<file path="src/tzx_pkg.sv">
package tzx_pkg;
  localparam logic [6:0] OP_TEST_ZERO_SKIP = 7'h33;
  localparam logic [7:0] OP_XOR_LITERAL = 8'h0a;
  localparam logic [5:0] OP_XOR_REGISTER = 6'h06;
  localparam int TSTZ_MSB = 15;
  localparam int TSTZ_LSB = 9;
  localparam int XORL_LSB = 8;
  localparam int XORW_LSB = 10;
  localparam int DEST_BIT = 9;
  localparam int BANK_BIT = 8;
  localparam logic [3:0] BANK_ACCESS = 4'h0;
  localparam logic [7:0] WORK_RESET = 8'h00;
  localparam logic [1:0] PHASE_RESET = 2'h0;

  typedef enum logic [3:0] {
    TZX_Q1 = 4'b0001,
    TZX_Q2 = 4'b0010,
    TZX_Q3 = 4'b0100,
    TZX_Q4 = 4'b1000
  } tzx_phase_t;

  typedef struct packed {
    logic [11:0] addr;
    logic [7:0] data;
    logic we;
  } tzx_file_wr_t;
endpackage

</file>
<file path="src/tzx_exec.sv">
`timescale 1ns/1ps
`default_nettype none
module tzx_exec (
  input wire logic sys_clk,
  input wire logic rst,
  input wire logic [15:0] instrWord,
  input wire logic instrValid,
  input wire logic nextIsTwoWord,
  input wire logic [3:0] bank_select_register,
  output logic [11:0] fileRdAddr,
  input wire logic [7:0] fileRdData,
  output tzx_pkg::tzx_file_wr_t fileWr,
  output logic [7:0] workReg,
  output logic flagNegative,
  output logic flagZero,
  output tzx_pkg::tzx_phase_t phase,
  output logic flushActive,
  output logic cycleEnd
);
  logic [15:0] instr;
  logic [7:0] operand;
  logic [7:0] result;
  logic [1:0] flushLeft;
  logic isTest;
  logic isXorL;
  logic isXorW;
  logic [11:0] decAddr;
  logic [7:0] xorOut;
  logic skipTaken;
  tzx_pkg::tzx_phase_t next_phase;

  // Decode uses the latched word so mid-cycle changes on instrWord are harmless
  assign isTest = !flushActive &&
    instr[tzx_pkg::TSTZ_MSB:tzx_pkg::TSTZ_LSB] == tzx_pkg::OP_TEST_ZERO_SKIP;
  assign isXorL = !flushActive &&
    instr[15:tzx_pkg::XORL_LSB] == tzx_pkg::OP_XOR_LITERAL;
  assign isXorW = !flushActive &&
    instr[15:tzx_pkg::XORW_LSB] == tzx_pkg::OP_XOR_REGISTER;
  assign decAddr = {(instr[tzx_pkg::BANK_BIT] ? bank_select_register
                    : tzx_pkg::BANK_ACCESS), instr[7:0]};
  assign xorOut = isXorL ? (workReg ^ instr[7:0]) : (workReg ^ operand);
  assign skipTaken = isTest && operand == 8'h00;
  assign cycleEnd = phase == tzx_pkg::TZX_Q4;

  always_comb begin
    case (phase)
      tzx_pkg::TZX_Q1: next_phase = tzx_pkg::TZX_Q2;
      tzx_pkg::TZX_Q2: next_phase = tzx_pkg::TZX_Q3;
      tzx_pkg::TZX_Q3: next_phase = tzx_pkg::TZX_Q4;
      tzx_pkg::TZX_Q4: next_phase = tzx_pkg::TZX_Q1;
      default: next_phase = tzx_pkg::TZX_Q1;
    endcase
  end

  always_ff @(posedge sys_clk) begin
    if (rst) begin
      phase <= tzx_pkg::TZX_Q1;
    end else begin
      phase <= next_phase;
    end
  end

  // Q1 latch: instruction captured only at cycle start
  always_ff @(posedge sys_clk) begin
    if (rst) begin
      instr <= 16'h0000;
      fileRdAddr <= 12'h000;
    end else if (phase == tzx_pkg::TZX_Q1) begin
      instr <= instrValid ? instrWord : 16'h0000;
    end else if (phase == tzx_pkg::TZX_Q2) begin
      fileRdAddr <= decAddr;
    end
  end

  // Operand sampled in Q3 since the address settles at Q2 end
  always_ff @(posedge sys_clk) begin
    if (rst) begin
      operand <= 8'h00;
      result <= 8'h00;
    end else if (phase == tzx_pkg::TZX_Q3) begin
      operand <= fileRdData;
    end else if (phase == tzx_pkg::TZX_Q4) begin
      result <= xorOut;
    end
  end

  // Result only leaves the block in Q4
  always_ff @(posedge sys_clk) begin
    if (rst) begin
      workReg <= tzx_pkg::WORK_RESET;
      flagNegative <= 1'b0;
      flagZero <= 1'b0;
      fileWr <= '0;
    end else begin
      fileWr.we <= 1'b0;
      if (phase == tzx_pkg::TZX_Q4 && (isXorL || isXorW)) begin
        flagNegative <= xorOut[7];
        flagZero <= xorOut == 8'h00;
        if (isXorL || !instr[tzx_pkg::DEST_BIT]) begin
          workReg <= xorOut;
        end else begin
          fileWr <= '{addr: fileRdAddr, data: xorOut, we: 1'b1};
        end
      end
    end
  end

  // Flush count decided at the last phase of the test cycle
  always_ff @(posedge sys_clk) begin
    if (rst) begin
      flushLeft <= 2'h0;
      flushActive <= 1'b0;
    end else if (phase == tzx_pkg::TZX_Q4) begin
      if (skipTaken) begin
        flushActive <= 1'b1;
        flushLeft <= nextIsTwoWord ? 2'h1 : 2'h0;
      end else if (flushLeft != 2'h0) begin
        flushLeft <= flushLeft - 2'h1;
      end else begin
        flushActive <= 1'b0;
      end
    end
  end

  a_skip_flush: assert property (@(posedge sys_clk) disable iff (rst)
    phase == tzx_pkg::TZX_Q4 && skipTaken |=> flushActive [*4])
    else $error("skip did not flush");
  a_two_word_flush: assert property (@(posedge sys_clk) disable iff (rst)
    phase == tzx_pkg::TZX_Q4 && skipTaken && nextIsTwoWord |=> flushActive [*8])
    else $error("second flush missing");
  a_no_skip: assert property (@(posedge sys_clk) disable iff (rst)
    phase == tzx_pkg::TZX_Q4 && isTest && operand != 8'h00 |=> !flushActive)
    else $error("nonzero skipped");
  a_flush_idle: assert property (@(posedge sys_clk) disable iff (rst)
    flushActive |=> !fileWr.we && $stable(workReg))
    else $error("flush cycle active");
  a_decode_test: assert property (@(posedge sys_clk) disable iff (rst)
    isTest |-> instr[15:9] == 7'h33)
    else $error("bad test decode");
  a_bank_access: assert property (@(posedge sys_clk) disable iff (rst)
    phase == tzx_pkg::TZX_Q2 && !instr[8] |=> fileRdAddr[11:8] == 4'h0)
    else $error("access bank not used");
  a_xorl_result: assert property (@(posedge sys_clk) disable iff (rst)
    phase == tzx_pkg::TZX_Q4 && isXorL |=> workReg == ($past(workReg) ^ $past(instr[7:0])))
    else $error("literal xor wrong");
  a_test_flags: assert property (@(posedge sys_clk) disable iff (rst)
    isTest |=> $stable(flagZero) && $stable(flagNegative))
    else $error("test changed flags");
  a_xorw_file: assert property (@(posedge sys_clk) disable iff (rst)
    phase == tzx_pkg::TZX_Q4 && isXorW && instr[9] |=> fileWr.we && $stable(workReg))
    else $error("file write missing");
  a_write_phase: assert property (@(posedge sys_clk) disable iff (rst)
    fileWr.we |-> $past(phase) == tzx_pkg::TZX_Q4)
    else $error("write outside Q4");
  // Phase ring must never stall, or every instruction would stretch
  a_phase_start: assert property (@(posedge sys_clk) disable iff (rst)
    phase == tzx_pkg::TZX_Q1 |=> phase == tzx_pkg::TZX_Q2)
    else $error("phase ring stalled");
  a_phase_wrap: assert property (@(posedge sys_clk) disable iff (rst)
    phase == tzx_pkg::TZX_Q4 |=> phase == tzx_pkg::TZX_Q1)
    else $error("phase ring did not wrap");
  a_addr_hold: assert property (@(posedge sys_clk) disable iff (rst)
    phase != tzx_pkg::TZX_Q2 |=> $stable(fileRdAddr))
    else $error("read address moved outside Q2");
  a_bank_select: assert property (@(posedge sys_clk) disable iff (rst)
    phase == tzx_pkg::TZX_Q2 && instr[tzx_pkg::BANK_BIT] |=>
    fileRdAddr[11:8] == $past(bank_select_register))
    else $error("bank select not used");
  // Flush length counts whole instruction cycles, four phases each
  a_one_word_end: assert property (@(posedge sys_clk) disable iff (rst)
    phase == tzx_pkg::TZX_Q4 && skipTaken && !nextIsTwoWord |=>
    flushActive [*4] ##1 !flushActive)
    else $error("single flush wrong length");
  a_two_word_end: assert property (@(posedge sys_clk) disable iff (rst)
    phase == tzx_pkg::TZX_Q4 && skipTaken && nextIsTwoWord |=>
    flushActive [*8] ##1 !flushActive)
    else $error("double flush wrong length");
  a_flush_blank: assert property (@(posedge sys_clk) disable iff (rst)
    flushActive |-> !isTest && !isXorL && !isXorW)
    else $error("flushed word decoded");
  a_flush_flags: assert property (@(posedge sys_clk) disable iff (rst)
    flushActive |=> $stable(flagZero) && $stable(flagNegative))
    else $error("flush changed flags");
  a_test_quiet: assert property (@(posedge sys_clk) disable iff (rst)
    phase == tzx_pkg::TZX_Q4 && isTest |=> !fileWr.we && $stable(workReg))
    else $error("test wrote a result");
  // Expected values rebuilt from operands, not from the shared xor path
  a_xorl_flags: assert property (@(posedge sys_clk) disable iff (rst)
    phase == tzx_pkg::TZX_Q4 && isXorL |=>
    flagNegative == $past(workReg[7] ^ instr[7]) &&
    flagZero == ($past(workReg ^ instr[7:0]) == 8'h00))
    else $error("literal xor flags wrong");
  a_xorl_no_write: assert property (@(posedge sys_clk) disable iff (rst)
    phase == tzx_pkg::TZX_Q4 && isXorL |=> !fileWr.we)
    else $error("literal xor wrote file");
  a_xorw_work: assert property (@(posedge sys_clk) disable iff (rst)
    phase == tzx_pkg::TZX_Q4 && isXorW && !instr[tzx_pkg::DEST_BIT] |=>
    !fileWr.we && workReg == ($past(workReg) ^ $past(operand)))
    else $error("register xor to work wrong");
  a_xorw_data: assert property (@(posedge sys_clk) disable iff (rst)
    phase == tzx_pkg::TZX_Q4 && isXorW && instr[tzx_pkg::DEST_BIT] |=>
    fileWr.data == ($past(workReg) ^ $past(operand)) &&
    fileWr.addr == $past(fileRdAddr))
    else $error("register xor write wrong");
  a_xorw_flags: assert property (@(posedge sys_clk) disable iff (rst)
    phase == tzx_pkg::TZX_Q4 && isXorW |=>
    flagZero == (($past(workReg) ^ $past(operand)) == 8'h00) &&
    flagNegative == $past(workReg[7] ^ operand[7]))
    else $error("register xor flags wrong");
  a_write_pulse: assert property (@(posedge sys_clk) disable iff (rst)
    fileWr.we |=> !fileWr.we)
    else $error("write strobe held");

  c_skip: cover property (@(posedge sys_clk) phase == tzx_pkg::TZX_Q4 && skipTaken);
  c_skip_two: cover property (@(posedge sys_clk) skipTaken && nextIsTwoWord && cycleEnd);
  c_xorl: cover property (@(posedge sys_clk) isXorL && cycleEnd);
  c_xorw_file: cover property (@(posedge sys_clk) fileWr.we);
  c_no_skip: cover property (@(posedge sys_clk) isTest && operand != 8'h00 && cycleEnd);
endmodule
`default_nettype wire

</file>
<file path="config.mk">
export PLATFORM = sky130hd
export DESIGN_NAME = tzx_exec
export DESIGN_NICKNAME = d
export VERILOG_FILES = /design/src/tzx_pkg.sv /design/src/tzx_exec.sv
export SDC_FILE = /design/constraint.sdc
export NUM_CORES = 1
export LEC_CHECK = 0
export BUFFER_PORTS_ARGS = -buffer_cell sky130_fd_sc_hd__buf_4
export CAP_MARGIN = 20
export CELL_PAD_IN_SITES_DETAIL_PLACEMENT = 1
export CELL_PAD_IN_SITES_GLOBAL_PLACEMENT = 2
export CORE_MARGIN = 2
export CORE_UTILIZATION = 31
export DETAILED_ROUTE_END_ITERATION = 10
export PLACE_DENSITY = 0.91
export SETUP_SLACK_MARGIN = 0.05
export SYNTH_ARGS = -nofsm -noshare
export SYNTH_HDL_FRONTEND = slang
export SYNTH_SLANG_ARGS = --single-unit
export TNS_END_PERCENT = 5
</file>
<file path="constraint.sdc">
create_clock -name sys_clk -period 2.7 [get_ports sys_clk]
set_input_delay 0 -clock sys_clk [delete_from_list [all_inputs] [get_ports sys_clk]]
set_output_delay 0 -clock sys_clk [all_outputs]
set_load 0.01 [all_outputs]
</file>
==> metrics.txt <==
area of the multi-input gates=about 0.0016 mm²; synth cell count leaders=dfxtp_1 (74), nand2_1 (46), a21oi_1 (37); diode count=0; initial antenna violation count=0; Pins Over Slew Limit=0; Finished Cell Area=~0.0045 mm²; Synth Instances=~350; Max Cap Viol=0; top post-synthesis cells by area=dfxtp_1 (47%), mux2i_1 (7.6%), a21oi_1 (5.8%); Yosys cell types=slightly above 40; worst rel slew slack=0.597; Buf/Inv on CP=0; R2R depth=5; clock skew=between 0.01 and 0.015 ns; yosys warns=0; Nets=about 500; IO Count=between 80 and 90; sequential area share after synthesis=0.467; Root Buffer=clkbuf_8; Inserted Clock Buffers=9; largest area contributor in the netlist=dfxtp_1; Worst-Margin Slew=between 0.6 and 0.7 ns; total negative setup slack=0 ns; first-pass GRT wire length=~16000 µm; drc violations=0; clock latency on the worst-skew pair=approximately 0.36 ns; ys async rst share=0; Hold WC Path Type=in2reg; final hold vios=0; Seq. cell area=0.00148 mm²; reg2reg end=workReg[0]; GPL Wtd Cong=around 0.8; Required @ worst endpoint=2.99 ns; Reg2Reg Launch Point=instr[10]; worst min-delay path endpoint=fileWr[17]; via count=slightly above 3000; pwr/cell area=between 500 and 600 mW/mm²; status=completed; CP Launch Type=register; via density per instance=roughly 5.1; final period utilization=0.895; most frequent cell after synthesis=dfxtp_1; area of the core=0.00986 mm²; critical path fanouts, max=9; WP data arrival=between 2 and 3 ns; mean post-synth cell area=about 9.0 µm²; internal reg-to-reg setup slack=roughly 0.28 ns; clk sink count=74; Post-Syn Area=between 0.003 and 0.004 mm²; RSZ-0062 raised after global routing=no; Mapped Nets=387; PortBufs=80; Critical Path Max Stage Delay=about 0.74 ns; EDFF count, synth=0; vias in the first global route=~3100; total wire length=between 9000 and 10000 µm; top cell type's share of synthesized area=0.467; DRT Pass-1 Iters=4; Reg clk slew, reported paths=approximately 0.090 ns; H-tree depth=3; VDD IR max=about 0.34 mV; Bufs on Longest Clock Path=2; # setup viols final=0; fillers=1155; WS Path Type=reg2reg; Setup crit end kind=register; Placement Cell Area=0.00394 mm²; Die X=between 100 and 150 µm; TritonCTS clock tree=yes; Iter 0 DRT Violations=approximately 110; cell leakage power=approximately 0.0017 µW; fin crit period=roughly 2.4 ns; post-synthesis register bit count=74; Peak Freq=between 400 and 500 MHz; layout cells sized above 1=0.236; Die Height=between 100 and 150 µm; Critical Path, Cell by Cell=or4b_1 > nor3_4 > mux2i_1 > or3_1 > a21oi_1; Starting Density=0.322; Synth Flop Type=dfxtp_1; GRT overflow=0; crit path max-delay cell type=or4b_1; largest net degree at the start of global routing=33; num rows=36; Die ar.=roughly 0.011 mm²; ANT nets after route=0; worst hold start=rst; total track usage=0.186; Layout Area Growth over Synthesis=40.3%; average wire per standard cell=16.6 µm; Top delay family on crit path=simple AND/OR/NAND/NOR gates; Hold Path Depth=2; DP Wirelength=a little over 7000 µm
==> cells in the final DEF (no fill, tap or decap), types with 8 or more instances in the layout <==
| cell type | Yosys | final |
|---|---|---|
| a21oi_1 | 37 | 37 |
| a22o_1 | 15 | 15 |
| buf_4 | 0 | 88 |
| clkbuf_8 | 0 | 9 |
| dfxtp_1 | 74 | 74 |
| dlygate4sd3_1 | 0 | 29 |
| mux2i_1 | 24 | 24 |
| nand2_1 | 46 | 46 |
| nand3_1 | 8 | 8 |
| nor2_1 | 32 | 32 |
| nor2b_1 | 25 | 25 |
| o21ai_0 | 9 | 9 |
| or3_1 | 10 | 10 |
==> state kept, by name, indices dropped and copies added (netlist names) <==
signal,cells
operand,8
flushLeft,2
phase,4
flagNegative,1
instr,16
flagZero,1
fileWr,21
workReg,8
fileRdAddr,12
flushActive,1
==> what timing repair did <==
| item | CTS | global route |
|---|---|---|
| hold buffers | 29 | 0 |
| setup endpoints to repair | 0 | 0 |
| buffers inserted | 0 | 0 |
| hold endpoints to repair | 28 | 0 |
| resized for setup | 0 | 0 |
==> worst max-delay path by stage <==
| stage | startpoint | slack (ns) | to | cells past startpoint |
|---|---|---|---|---|
| 3_5_place_dp | instr[10] | 0.35 | fileWr[7] | 6 |
| 6_report | instr[10] | 0.28 | workReg[0] | 5 |
| 5_1_grt | instr[10] | 0.12 | workReg[0] | 5 |
| 3_3_place_gp | instr[10] | 0.43 | fileWr[5] | 6 |
| 2_1_floorplan | flushActive | 0.62 | fileWr[10] | 7 |
| 4_1_cts | instr[10] | 0.27 | workReg[0] | 5 |
==> worst reg2reg max path, cell delays in order, from the launching register on <==
cell and delay [ns]:
dfxtp_1 0.36, or4b_1 0.74, nor3_4 0.52, mux2i_1 0.17
or3_1 0.38, a21oi_1 0.18
==> layer usage <==
layer	GRT usage	share of wire	vias to the layer above	wire length, µm
met1	0.234	0.45	1486	4480
met4	0.0619	0.015	0	151
met3	0.0374	0.042	15	418
met5	0	0	-	0
met2	0.316	0.50	70	4950
li1	-	-	1492	-
==> cells by family (layout without fill, tap and decap cells) <==
kind of cell,after synthesis,count (layout),synth area share
multiplexers,24,24,0.0757
flip-flops,74,74,0.467
AND/OR/NAND/NOR,151,151,0.257
AO/OA/AOI/OAI,82,82,0.168
buffers and inverters,22,138,0.0288
adder cells (fa/ha/maj),1,1,0.00394
==> report_power, final <==
| part | internal, µW | leakage [µW] | switching, µW |
|---|---|---|---|
| clock network | 518 | 0.000105 | 430 |
| registers | 1130 | 0.000598 | 60.8 |
| logic | 141 | 0.00103 | 147 |
| total | 1790 | 0.00173 | 638 |
==> stage by stage <==
stage / setup WS (ns) / utilization / std cells / total power (µW) / hold WS [ns]
global route: 0.125 / 0.451 / 603 / 2530 / 0.0441
global placement: 0.427 / 0.400 / 558 / 1450 / 0.211
floorplan: 0.622 / - / 354 / 1340 / 0.0845
CTS: 0.274 / 0.451 / 603 / 2450 / 0.0230
detailed placement: 0.350 / 0.400 / 558 / 1460 / 0.215
finish: 0.284 / 0.451 / 603 / 2430 / 0.0411
==> cell type report <==
cell class / count / area share
inverter: 5 / 0.00422
clock buffer: 9 / 0.0278
tap: 133 / 0.0374
timing repair buffer: 117 / 0.214
multi-input combinational: 258 / 0.363
clock inverter: 7 / 0.0211
sequential: 74 / 0.333
Note: power is estimated with default switching activity, not from simulation.
